$ cat config.mk
export PLATFORM = sky130hd
export DESIGN_NAME = sfc_cmd_core
export DESIGN_NICKNAME = d
export VERILOG_FILES = /design/src/sfc_pin_sync.v /design/src/sfc_cmd_core.v
export VERILOG_INCLUDE_DIRS = /design/src /design/src/src
export SDC_FILE = /design/constraint.sdc
export NUM_CORES = 1
export LEC_CHECK = 0
export ABC_AREA = 1
export BUFFER_PORTS_ARGS = -buffer_cell sky130_fd_sc_hd__clkbuf_2
export CORE_ASPECT_RATIO = 1.75
export CORE_MARGIN = 2
export CORE_UTILIZATION = 55
export CTS_CLUSTER_SIZE = 8
export DETAILED_ROUTE_END_ITERATION = 10
export PLACE_DENSITY = 0.71
export SLEW_MARGIN = 40
export SYNTH_ARGS = -nofsm -noshare
export SYNTH_HDL_FRONTEND = slang
export SYNTH_SLANG_ARGS = --single-unit
$ cat constraint.sdc
create_clock -name sys_clk -period 3.4 [get_ports sys_clk]
set_input_delay 0.34 -clock sys_clk [delete_from_list [all_inputs] [get_ports sys_clk]]
set_output_delay 0.34 -clock sys_clk [all_outputs]
set_load 0.005 [all_outputs]
$ cat src/sfc_defs.vh
// sfc_defs.vh: constants of the serial flash command front end
// assumes: included by bare name from the sfc design files
`ifndef SFC_DEFS_VH
`define SFC_DEFS_VH

// opcodes
`define SFC_OP_WR_EN     8'h06
`define SFC_OP_WR_DIS    8'h04
`define SFC_OP_QENTER    8'h35
`define SFC_OP_QEXIT     8'hf5
`define SFC_OP_ERASE64K  8'hd8
`define SFC_OP_READ      8'h03
`define SFC_OP_FREAD     8'h0b
`define SFC_OP_QREAD     8'heb
`define SFC_OP_PROG      8'h02

// serial framing
`define SFC_BYTE_BITS    4'h8
`define SFC_STEP_1       4'h1
`define SFC_STEP_4       4'h4
`define SFC_CNT_ZERO     4'h0
`define SFC_ADDR_LAST    2'h3
// idle pin levels {sclk, cs_n, io}: clock low, deselected, lines low
`define SFC_PIN_IDLE     6'h10

// dummy select field inside the configuration byte
`define SFC_DC_LO_BIT    6
`define SFC_DC_HI_BIT    7
`define SFC_DUMMY_SEL0   5'h06
`define SFC_DUMMY_SEL1   5'h08
`define SFC_DUMMY_SEL2   5'h0a
`define SFC_DUMMY_SEL3   5'h0c

// pin drive masks, enable is active low
`define SFC_OE_NONE      4'hf
`define SFC_OE_QUAD      4'h0
`define SFC_OE_SINGLE    4'hd
`define SFC_SO_LANE      1

`endif

$ cat src/sfc_pin_sync.v
// sfc_pin_sync.v: three-stage synchroniser with agreement filter and edge pulses
// assumes: inputs come from pins outside the sys_clk domain
`default_nettype none

module sfc_pin_sync #(
    parameter         W       = 6,
    parameter [W-1:0] RST_LVL = {W{1'b0}}
) (
    input  wire         sys_clk,
    input  wire         rst_n,
    input  wire [W-1:0] pin_in,
    output reg  [W-1:0] level_r,
    output reg  [W-1:0] rise_r,
    output reg  [W-1:0] fall_r
);

    genvar i;
    generate
        for (i = 0; i < W; i = i + 1) begin : g_bit
            reg s1_r;
            reg s2_r;
            reg s3_r;
            // first stage feeds only the second; level moves when stages two and three agree
            // reset to the pin's idle level so no false edge follows reset
            always @(posedge sys_clk or negedge rst_n) begin
                if (!rst_n) begin
                    s1_r       <= RST_LVL[i];
                    s2_r       <= RST_LVL[i];
                    s3_r       <= RST_LVL[i];
                    level_r[i] <= RST_LVL[i];
                    rise_r[i]  <= 1'b0;
                    fall_r[i]  <= 1'b0;
                end else begin
                    s1_r       <= pin_in[i];
                    s2_r       <= s1_r;
                    s3_r       <= s2_r;
                    rise_r[i]  <= 1'b0;
                    fall_r[i]  <= 1'b0;
                    if (s2_r == s3_r && s3_r != level_r[i]) begin
                        level_r[i] <= s3_r;
                        rise_r[i]  <= s3_r;
                        fall_r[i]  <= ~s3_r;
                    end
                end
            end
        end
    endgenerate

endmodule

`default_nettype wire

$ cat src/sfc_cmd_core.v
// sfc_cmd_core.v: command interpreter of a serial nor flash, single and quad line
// assumes: sclk, cs_n and io pins are asynchronous and much slower than sys_clk;
// the array behind answers rd_req within one byte time and acts on erase/program pulses
//
// Functional notes
// - every address command carries four address bytes; no three-byte form exists
// - opcode 35h enters quad command mode; quad enable bit is never touched
// - opcode f5h in quad command mode returns to single-line command phases
// - in quad command mode opcode, address and data all use four lines
// - fast read dummy cycles follow configuration bits six and seven
// - opcode d8h plus four address bytes erases a 64k block, both modes
// - unknown opcode: enter ignore state, tri-state outputs, ignore bus until chip select rises
// - non-read commands must end on a byte boundary, else rejected unexecuted
// - input sampled on rising serial clock, output shifted on falling edge
// - program or erase needs write enable latch set by opcode 06h first
`default_nettype none
`include "sfc_defs.vh"

module sfc_cmd_core (
    input  wire        sys_clk,
    input  wire        rst_n,
    input  wire        sclk,
    input  wire        cs_n,
    input  wire [3:0]  io_in,
    output reg  [3:0]  io_out_r,
    output reg  [3:0]  io_oe_n_r,
    input  wire [7:0]  cfg_reg,
    input  wire [7:0]  rd_data,
    output reg         rd_req_r,
    output reg  [31:0] mem_addr_r,
    output reg         erase_req_r,
    output reg         prog_byte_valid_r,
    output reg  [7:0]  prog_byte_r,
    output reg         prog_commit_r,
    output reg         cmd_reject_r,
    output reg         quad_command_mode_r,
    output reg         write_enable_latch_r
);

    localparam ST_IDLE   = 3'd0;
    localparam ST_OPC    = 3'd1;
    localparam ST_ADDR   = 3'd2;
    localparam ST_DUMMY  = 3'd3;
    localparam ST_DOUT   = 3'd4;
    localparam ST_DIN    = 3'd5;
    localparam ST_TAIL   = 3'd6;
    localparam ST_IGNORE = 3'd7;

    // opcode recognised in the present command mode
    function op_known;
        input [7:0] op;
        input       quad;
        begin
            case (op)
                `SFC_OP_WR_EN, `SFC_OP_WR_DIS, `SFC_OP_ERASE64K,
                `SFC_OP_QREAD, `SFC_OP_PROG:          op_known = 1'b1;
                `SFC_OP_QENTER, `SFC_OP_READ,
                `SFC_OP_FREAD:                        op_known = ~quad;
                `SFC_OP_QEXIT:                        op_known = quad;
                default:                              op_known = 1'b0;
            endcase
        end
    endfunction

    // commands followed by a four-byte address
    function op_has_addr;
        input [7:0] op;
        begin
            op_has_addr = (op == `SFC_OP_ERASE64K) || (op == `SFC_OP_READ) ||
                          (op == `SFC_OP_FREAD) || (op == `SFC_OP_QREAD) ||
                          (op == `SFC_OP_PROG);
        end
    endfunction

    // reads that insert dummy cycles
    function op_has_dummy;
        input [7:0] op;
        begin
            op_has_dummy = (op == `SFC_OP_FREAD) || (op == `SFC_OP_QREAD);
        end
    endfunction

    // pin synchroniser: bit 5 sclk, bit 4 cs_n, bits 3..0 io
    wire [5:0] lvl;
    wire [5:0] rise;
    wire [5:0] fall;

    sfc_pin_sync #(
        .W       (6),
        .RST_LVL (`SFC_PIN_IDLE)
    ) u_sync (
        .sys_clk (sys_clk),
        .rst_n   (rst_n),
        .pin_in  ({sclk, cs_n, io_in}),
        .level_r (lvl),
        .rise_r  (rise),
        .fall_r  (fall)
    );

    wire       sclk_rise = rise[5];
    wire       sclk_fall = fall[5];
    wire       cs_rise   = rise[4];
    wire       cs_fall   = fall[4];
    wire       cs_act    = ~lvl[4];
    wire [3:0] io_lvl    = lvl[3:0];

    reg [2:0]  st_r;
    reg [7:0]  op_r;
    reg [7:0]  sh_r;
    reg [3:0]  cnt_r;
    reg [1:0]  abyte_r;
    reg [31:0] addr_r;
    reg [4:0]  dcnt_r;
    reg [7:0]  osh_r;
    reg [3:0]  ocnt_r;

    // four-line phases: all phases in quad mode, address on for quad read
    wire wide = quad_command_mode_r |
                ((st_r != ST_OPC) && (op_r == `SFC_OP_QREAD));

    // input shift: one bit or one nibble per rising serial clock
    wire [3:0] step    = wide ? `SFC_STEP_4 : `SFC_STEP_1;
    wire [3:0] cnt_nxt = cnt_r + step;
    wire       byte_dn = (cnt_nxt == `SFC_BYTE_BITS);
    wire [7:0] sh_nxt  = wide ? {sh_r[3:0], io_lvl} : {sh_r[6:0], io_lvl[0]};

    // dummy count from the two-bit select field
    wire [1:0] dsel = {cfg_reg[`SFC_DC_HI_BIT], cfg_reg[`SFC_DC_LO_BIT]};
    reg  [4:0] dummy_n;
    always @* begin
        case (dsel)
            2'h0:    dummy_n = `SFC_DUMMY_SEL0;
            2'h1:    dummy_n = `SFC_DUMMY_SEL1;
            2'h2:    dummy_n = `SFC_DUMMY_SEL2;
            default: dummy_n = `SFC_DUMMY_SEL3;
        endcase
    end

    // output source: fresh array byte when the previous one is spent
    wire [7:0] osrc     = (ocnt_r == `SFC_CNT_ZERO) ? rd_data : osh_r;
    wire [3:0] ocnt_nxt = ocnt_r + step;

    // frame end is clean when no partial byte is pending
    wire on_bound = (cnt_r == `SFC_CNT_ZERO);

    // main sequencer
    always @(posedge sys_clk or negedge rst_n) begin
        if (!rst_n) begin
            st_r                 <= ST_IDLE;
            op_r                 <= 8'h00;
            sh_r                 <= 8'h00;
            cnt_r                <= 4'h0;
            abyte_r              <= 2'h0;
            addr_r               <= 32'h0000_0000;
            dcnt_r               <= 5'h00;
            osh_r                <= 8'h00;
            ocnt_r               <= 4'h0;
            io_out_r             <= 4'h0;
            io_oe_n_r            <= `SFC_OE_NONE;
            rd_req_r             <= 1'b0;
            mem_addr_r           <= 32'h0000_0000;
            erase_req_r          <= 1'b0;
            prog_byte_valid_r    <= 1'b0;
            prog_byte_r          <= 8'h00;
            prog_commit_r        <= 1'b0;
            cmd_reject_r         <= 1'b0;
            quad_command_mode_r  <= 1'b0;
            write_enable_latch_r <= 1'b0;
        end else begin
            rd_req_r          <= 1'b0;
            erase_req_r       <= 1'b0;
            prog_byte_valid_r <= 1'b0;
            prog_commit_r     <= 1'b0;
            cmd_reject_r      <= 1'b0;
            if (cs_rise) begin
                // end of frame: execute or reject, then release the pins
                st_r      <= ST_IDLE;
                io_oe_n_r <= `SFC_OE_NONE;
                if ((st_r == ST_TAIL || st_r == ST_DIN) && on_bound) begin
                    case (op_r)
                        `SFC_OP_WR_EN:  write_enable_latch_r <= 1'b1;
                        `SFC_OP_WR_DIS: write_enable_latch_r <= 1'b0;
                        // quad enable bit has no write path here
                        `SFC_OP_QENTER: quad_command_mode_r <= 1'b1;
                        `SFC_OP_QEXIT:  quad_command_mode_r <= 1'b0;
                        `SFC_OP_ERASE64K: begin
                            if (write_enable_latch_r) begin
                                erase_req_r          <= 1'b1;
                                write_enable_latch_r <= 1'b0;
                            end else begin
                                cmd_reject_r <= 1'b1;
                            end
                        end
                        `SFC_OP_PROG: begin
                            if (write_enable_latch_r) begin
                                prog_commit_r        <= 1'b1;
                                write_enable_latch_r <= 1'b0;
                            end else begin
                                cmd_reject_r <= 1'b1;
                            end
                        end
                        default: cmd_reject_r <= 1'b0;
                    endcase
                end else if (st_r == ST_TAIL || st_r == ST_DIN || st_r == ST_ADDR ||
                             (st_r == ST_OPC && !on_bound)) begin
                    cmd_reject_r <= 1'b1;
                end
            end else if (cs_fall) begin
                // first byte of every frame is the opcode
                st_r    <= ST_OPC;
                cnt_r   <= 4'h0;
                abyte_r <= 2'h0;
                ocnt_r  <= 4'h0;
            end else if (cs_act && sclk_rise) begin
                // sample inputs on the rising serial clock
                case (st_r)
                    ST_OPC: begin
                        sh_r  <= sh_nxt;
                        cnt_r <= byte_dn ? `SFC_CNT_ZERO : cnt_nxt;
                        if (byte_dn) begin
                            op_r <= sh_nxt;
                            if (!op_known(sh_nxt, quad_command_mode_r)) begin
                                st_r      <= ST_IGNORE;
                                io_oe_n_r <= `SFC_OE_NONE;
                            end else if (op_has_addr(sh_nxt)) begin
                                st_r <= ST_ADDR;
                            end else begin
                                st_r <= ST_TAIL;
                            end
                        end
                    end
                    ST_ADDR: begin
                        sh_r  <= sh_nxt;
                        cnt_r <= byte_dn ? `SFC_CNT_ZERO : cnt_nxt;
                        if (byte_dn) begin
                            addr_r  <= {addr_r[23:0], sh_nxt};
                            abyte_r <= abyte_r + 2'h1;
                            if (abyte_r == `SFC_ADDR_LAST) begin
                                mem_addr_r <= {addr_r[23:0], sh_nxt};
                                dcnt_r     <= 5'h00;
                                if (op_r == `SFC_OP_ERASE64K) begin
                                    st_r <= ST_TAIL;
                                end else if (op_r == `SFC_OP_PROG) begin
                                    st_r <= ST_DIN;
                                end else begin
                                    rd_req_r <= 1'b1;
                                    st_r     <= op_has_dummy(op_r) ? ST_DUMMY : ST_DOUT;
                                end
                            end
                        end
                    end
                    ST_DUMMY: begin
                        dcnt_r <= dcnt_r + 5'h01;
                        if (dcnt_r + 5'h01 == dummy_n) begin
                            st_r <= ST_DOUT;
                        end
                    end
                    ST_DIN: begin
                        sh_r  <= sh_nxt;
                        cnt_r <= byte_dn ? `SFC_CNT_ZERO : cnt_nxt;
                        if (byte_dn) begin
                            prog_byte_valid_r <= 1'b1;
                            prog_byte_r       <= sh_nxt;
                        end
                    end
                    ST_TAIL: begin
                        // extra bits only matter for the boundary check
                        cnt_r <= byte_dn ? `SFC_CNT_ZERO : cnt_nxt;
                    end
                    default: st_r <= st_r;
                endcase
            end else if (cs_act && sclk_fall && st_r == ST_DOUT) begin
                // shift data out on the falling serial clock
                ocnt_r <= (ocnt_nxt == `SFC_BYTE_BITS) ? `SFC_CNT_ZERO : ocnt_nxt;
                if (wide) begin
                    io_out_r  <= osrc[7:4];
                    osh_r     <= {osrc[3:0], 4'h0};
                    io_oe_n_r <= `SFC_OE_QUAD;
                end else begin
                    io_out_r                <= 4'h0;
                    io_out_r[`SFC_SO_LANE]  <= osrc[7];
                    osh_r                   <= {osrc[6:0], 1'b0};
                    io_oe_n_r               <= `SFC_OE_SINGLE;
                end
                if (ocnt_r == `SFC_CNT_ZERO) begin
                    mem_addr_r <= mem_addr_r + 32'h0000_0001;
                    rd_req_r   <= 1'b1;
                end
            end
        end
    end

endmodule

`default_nettype wire

# Word level (Yosys, flattened, before mapping)
# Cells that the tools add are included.
[totals] output_inout_bits=55 input_bits=24 word_cells=261 reg_bits=148
[classes] bitwise=8 muxes=87 eq_ne=56 addsub=5 n_reduce_logical=57
[ops] operator="$mux 32" count=6
[ops] operator="$mux 4" count=17
[ops] operator="$eq 8x8->1 const B" count=6
[ops] operator="$mux 3" count=13
[ops] operator="$mux 1" count=36
[ops] operator="$add 32x1->32 const B" count=1
[ops] operator="$eq 8x3->1 const B" count=4
[ops] operator="$eq 8x2->1 const B" count=3
[ops] operator="$mux 8" count=3
[ops] operator="$reduce_and 5->1" count=4
[ops] operator="$reduce_bool 2->1" count=10
[ops] operator="$eq 8x4->1 const B" count=2
[ops] operator="$eq 8x6->1 const B" count=2
[ops] operator="$logic_and 1x1->1" count=12
[ops] operator="$ne 4x2->1 const B" count=3
[ops] operator="$pmux 4 s3" count=1
[ops] operator="$reduce_and 3->1" count=4
[ops] operator="$reduce_and 4->1" count=3
[ops] operator="$reduce_and 6->1" count=2
[ops] operator="$mux 5" count=2
[ops] operator="$pmux 5 s2" count=1
[ops] operator="$eq 3x3->1 const B" count=3
[ops] operator="$ne 3x2->1 const B" count=3
[ops] operator="$pmux 3 s3" count=1
[ops] operator="31 further kinds" count=71

# Longest topological paths before layout
[logic_depth] ltp_word=18 mapped_depth=22 depth_no_buf=20

# By module
# Synthesis repeated with hierarchy kept, for this count alone.
[unflattened] cells_unflattened=918 hier_area_um2=7856.3
[by_module_without_submodules] module="sfc_cmd_core" area_per_inst_um2=6800.3 cells_each=846 seq_area_each_um2=2930.3 instances=1
[by_module_without_submodules] module="sfc_pin_sync" area_per_inst_um2=1056.0 cells_each=72 seq_area_each_um2=905.9 instances=1

# Worst setup path after synthesis
# No wires, ideal clock.
[synth_timing] path_kind="reg2reg" startpoint="reg st_r[2]" endpoint="reg mem_addr_r[6]" arrival_time_ns=2.909 setup_time_ns=0.121 synth_period_minus_slack_ns=3.030 path_buffers=3 t_required_ns=3.279 slack_ns=0.370 stages_incl_launch_ff=20 cell_sequence="dfrtp_1 -> inv_2 -> nand3_1 -> nand3_2 -> nand2_2 -> buf_4 -> inv_1 -> clkbuf_1 -> ha_1 -> ha_1 -> xnor2_1 -> inv_1 -> nor3_1 -> nand2_1 -> nor2_1 -> inv_2 -> a21oi_4 -> inv_2 -> buf_2 -> o22a_1"
[synth_between] elab_chain_cells=8 elab_cells_between_ends=18 cone_classes="add/sub: 1; eq/ne: 6; mux: 6; bitwise: 1; reduce/logical: 4"
[synth_rtl] item="from (decl)" line="sfc_cmd_core.v:107" source="reg [2:0] st_r;"
[synth_rtl] item="from (signal assigned)" line="sfc_cmd_core.v:247" source="st_r <= op_has_dummy(op_r) ? ST_DUMMY : ST_DOUT;"
[synth_rtl] item="from (signal assigned)" line="sfc_cmd_core.v:270" source="default: st_r <= st_r;"
[synth_rtl] item="$ne 3x1->1" line="sfc_cmd_core.v:119" source="((st_r != ST_OPC) && (op_r == `SFC_OP_QREAD));"
[synth_rtl] item="$logic_and 1x1->1" line="sfc_cmd_core.v:119"
[synth_rtl] item="$or 1x1->1" line="sfc_cmd_core.v:118" source="wire wide = quad_command_mode_r |"
[synth_rtl] item="$mux 3 (no line) or $mux 8 (tied branches)"
[synth_rtl] item="$add 4x3->4 or $mux 32 (tied branches)" line="sfc_cmd_core.v:123, sfc_cmd_core.v:238"
[synth_rtl] item="$eq 4x4->1 (no line) or $mux 32 (tied branches)"
[synth_rtl] item="$ne 2x2->1 (no line) or $mux 32 (tied branches)"
[synth_rtl] item="$reduce_and 7->1 (no line) or $mux 32 (tied branches)"
[synth_rtl] item="to (signal assigned)" line="sfc_cmd_core.v:239" source="mem_addr_r <= {addr_r[23:0], sh_nxt};"
[synth_rtl] item="to (signal assigned)" line="sfc_cmd_core.v:286" source="mem_addr_r <= mem_addr_r + 32'h0000_0001;"
[synth_rtl] item="to (decl)" line="sfc_cmd_core.v:30" source="output reg [31:0] mem_addr_r,"
# Parallel ways exist; a longest one is shown, timed or not. The select of a mux whose other input is x is not followed.
# A chain may end at the register's enable or synchronous reset.

# Final worst setup path
[layout_timing] startpoint="reg op_r[2]" endpoint="reg mem_addr_r[11]"
[layout_between] elab_chain_cells=8
[layout_rtl] item="from (decl)" line="sfc_cmd_core.v:108" source="reg [7:0] op_r;"
[layout_rtl] item="from (signal assigned)" line="sfc_cmd_core.v:221" source="op_r <= sh_nxt;"
[layout_rtl] item="$eq 8x8->1 (no line)"
[layout_rtl] item="$logic_and 1x1->1" line="sfc_cmd_core.v:119"
[layout_rtl] item="$or 1x1->1" line="sfc_cmd_core.v:118"
[layout_rtl] item="$mux 3 (no line)"
[layout_rtl] item="$add 4x3->4" line="sfc_cmd_core.v:123" source="wire [3:0] cnt_nxt = cnt_r + step;"
[layout_rtl] item="$eq 4x4->1 (no line)"
[layout_rtl] item="$ne 2x2->1 (no line)"
[layout_rtl] item="$reduce_and 7->1 (no line)"
# No other way between the ends.

==> results.yml <==
routing:
  drc_errors: 0
  dr.pass1.iters: 5
  wire_per_inst_um: 15.09
  ant_nets: 0
  wirelength_mm: 17.52
  drtIter0Drc: 332
  viasPerCell: 5.404
  vias: 6274
timing:
  fmax_mhz: 323.1
  worst_slew_pin_slew_ns: 0.6721
  setup_viol: 0
  setup_tns_ns: 0
  maxSlewHeadroom_pct: 54.86
  fin_crit_sh_pct: 91.03
  worst_hold_slack_ns: 0.02650
  report.final.hold_viol_count: 0
  fin_ws_ns: 0.3049
  fin_crit_ns: 3.095
  rsz0062_at_grt: "false"
  skew_ns: 0.01320
  final-max-slew-violation-count: 0
die:
  fp.coreArea_um2: 13310
  die_h_um: 157.5
  num_rows: 56
  start_util_pct: 55.64
  io_pins: 79
  die_w_um: 91.73
  die_area_um2: 14450
critical_path:
  critical-path-slowest-cell: "dfrtp_1"
  critPathCaptureType: "flop"
  r2r_slack_ns: 0.30
  critPathKind: "flop to flop"
  arrival_ns: 3.39
  crit_path_max_fanout: 12
  cpPeakStageDelay_ns: 0.38
  worst_ep_required_time_ns: 3.70
  crit_buf_inv: 5
  path_cells: "inv_1 -> nand2_1 -> nor2_1 -> nand3_2 -> nand2_2 -> inv_1 -> ha_1 -> ha_1 -> xnor2_1 -> inv_1 -> nor3_1 -> nand2_1 -> nor2_2 -> inv_2 -> a21oi_4 -> buf_4 -> nand2_1 -> a32o_1"
  crit_family: "simple AND/OR/NAND/NOR gates"
  start_kind: "flop"
global_route:
  grt_pass1_vias: 6111
  grt_overflow: 0
  grt_pass1_wl_mm: 29.14
  grt.busiest_layer: "met2"
  use_met1_pct: 30.23
  grt_max_degree: 84
  grtUsageTotal_pct: 25.22
  antenna_found_initial: 0
  globalRouteMet2Util_pct: 44.99
  grt_use_met3_pct: 3.925
layout:
  utilization_pct: 64.77
  drive_above_1_share_pct: 18.74
  area_growth_pct: 16.42
  antenna-diode-count: 0
  fillCellCount: 1215
  instances_no_fill: 1161
  nNetsFinal: 1009
  final_cell_area_um2: 8623
status:
  status: "finished clean"
power_and_ir_drop:
  power_density_nw_per_um2: 501.5
  p_int_mw: 3.180
  clkPwrFrac_pct: 45.6
  total_power_mw: 4.325
  p_sw_mw: 1.144
  worst_ir_drop_vdd_v: 0.0003729
  pwr-share-seq_pct: 43.6
  combPwrFrac_pct: 10.7
  power.leakage_nw: 4.194
  switching_share_pct: 26.46
place:
  place_ws_ns: 0.2689
  io_buffers: 72
  dp_hpwl_mm: 12.50
  dp_cells: 1127
  placed_area_um2: 7970
  gp_congestion: 0.8638
yosys:
  netlist_area_um2: 7407
  synth-warning-count: 0
  postSynth.asyncResetShare_pct: 100.0
  synth_edf_count: 0
  synthCells: 893
  syn_avg_cell_area_um2: 8.295
  ys_ff_latch: 145
  synth_cell_types: 58
  synthFlopType: "dfrtp_1"
  yosysSeqAreaShare_pct: 49.09
  synth_nets: 928
clocking:
  numCtsBuffers: 17
  clkSlewWorstSetupHoldPaths_ns: 0.06
  clock_latency_ns: 0.42
  root_buffer: "clkbuf_16"
  cts_sinks: 145
  cts_tree: "yes"
  clockBufferDepth: 2
  cts_max_level: 4
  cts_setup_buffers: 0
run:
  cap_violations: 0
hold_path:
  hold_class: "input pin to flop"
logic make-up (layout without fill, tap and decap cells):
family / count (synthesis) / after routing / synth area share (%)
multiplexers: 6 / 6 / 0.8615
XOR/XNOR: 19 / 19 / 2.247
flip-flops: 145 / 145 / 49.09
adder cells (fa/ha/maj): 15 / 15 / 2.399
AND/OR/NAND/NOR: 385 / 385 / 23.83
buffers and inverters: 136 / 230 / 7.331
AO/OA/AOI/OAI: 187 / 187 / 14.24
synth_stat cells, types with 5 or more instances:
cell type	n	share of area, %
inv_1	89	4.5
nand2_2	13	1.1
nor4_1	7	0.59
xnor2_1	6	0.71
buf_4	5	0.51
a21oi_1	28	1.9
nand3_1	46	3.1
dfrtp_1	139	47
nor2_2	5	0.42
o22ai_1	6	0.51
o21ai_0	91	6.1
o211ai_1	7	0.71
nand4_1	9	0.76
inv_2	19	0.96
clkbuf_1	15	0.76
nor2_1	70	3.5
o31ai_1	6	0.61
nor3_1	14	0.95
ha_1	11	1.9
nand3_2	5	0.68
buf_2	5	0.34
nand2_1	198	10
dfstp_2	6	2.1
o21ai_1	26	1.8
xor2_1	13	1.5
metal layers:
layer / vias up / routed length [um]
met5: - / 0
met2: 160 / 9349
met3: 31 / 617
li1: 3114 / -
met1: 2969 / 7123
met4: 0 / 433
cell type report:
type | count | area [um^2] | area share, %
clock inverter | 13 | 175.2 | 2.031
tap | 174 | 217.7 | 2.525
clock buffer | 19 | 452.9 | 5.252
multi-input combinational | 612 | 3231 | 37.46
inverter | 109 | 409.1 | 4.745
sequential | 145 | 3636 | 42.16
timing repair buffer | 89 | 501.7 | 5.818
flip-flops by register name (all words and copies together), names as in the netlist, 2 cells and up:
| register | cells |
|---|---|
| prog_byte_r | 8 |
| u_sync.fall_r | 2 |
| u_sync.g_bit.s1_r | 6 |
| u_sync.g_bit.s3_r | 6 |
| osh_r | 7 |
| cnt_r | 4 |
| st_r | 3 |
| dcnt_r | 5 |
| sh_r | 7 |
| op_r | 8 |
| io_oe_n_r | 2 |
| abyte_r | 2 |
| mem_addr_r | 32 |
| u_sync.g_bit.s2_r | 6 |
| io_out_r | 4 |
| u_sync.level_r | 6 |
| u_sync.rise_r | 2 |
| addr_r | 24 |
| ocnt_r | 4 |
final timing paths:
| path | from | to | cells past startpoint |
|---|---|---|---|
| worst min register to register | u_sync.g_bit[3].s1_r$_DFF_PN0_ | u_sync.g_bit[3].s2_r$_DFF_PN0_ | 0 |
| max in group asynchronous | rst_n | prog_byte_r[1]$_DFFE_PN0P_ | 3 |
| min in group asynchronous | rst_n | mem_addr_r[27]$_DFFE_PN0P_ | 2 |
| worst min-delay path | io_in[2] | u_sync.g_bit[2].s1_r$_DFF_PN0_ | 1 |
| worst max register to register | op_r[2]$_DFFE_PN0P_ | mem_addr_r[11]$_DFFE_PN0P_ | 18 |
| worst max-delay path | op_r[2]$_DFFE_PN0P_ | mem_addr_r[11]$_DFFE_PN0P_ | 18 |
cell usage in the layout, fill, tap and decap left out, types with 14 or more instances in the layout:
| cell | count |
|---|---|
| nand2_1 | 198 |
| dfrtp_1 | 139 |
| o21ai_0 | 91 |
| inv_1 | 89 |
| clkbuf_2 | 71 |
| nor2_1 | 69 |
| nand3_1 | 46 |
| a21oi_1 | 28 |
| o21ai_1 | 26 |
| inv_2 | 19 |
| clkbuf_16 | 17 |
| buf_4 | 15 |
| nor3_1 | 14 |
repair_timing:
item                                    in CTS  in global routing
hold buffers                                 2                  0
endpoints found under the setup margin       0                  2
gates resized for setup                      0                  1
hold endpoints to repair                     4                  0
power by group through the flow:
stage	clock network (mW)	logic [mW]	registers, mW
final	1.97	0.464	1.89
after global routing	2.08	0.529	1.90
after CTS	2.01	0.466	1.89
after detailed placement	0	0.462	1.92
after global placement	0	0.451	1.91
after floorplan	0	0.311	1.90
Note: power is estimated with default switching activity, not from simulation.
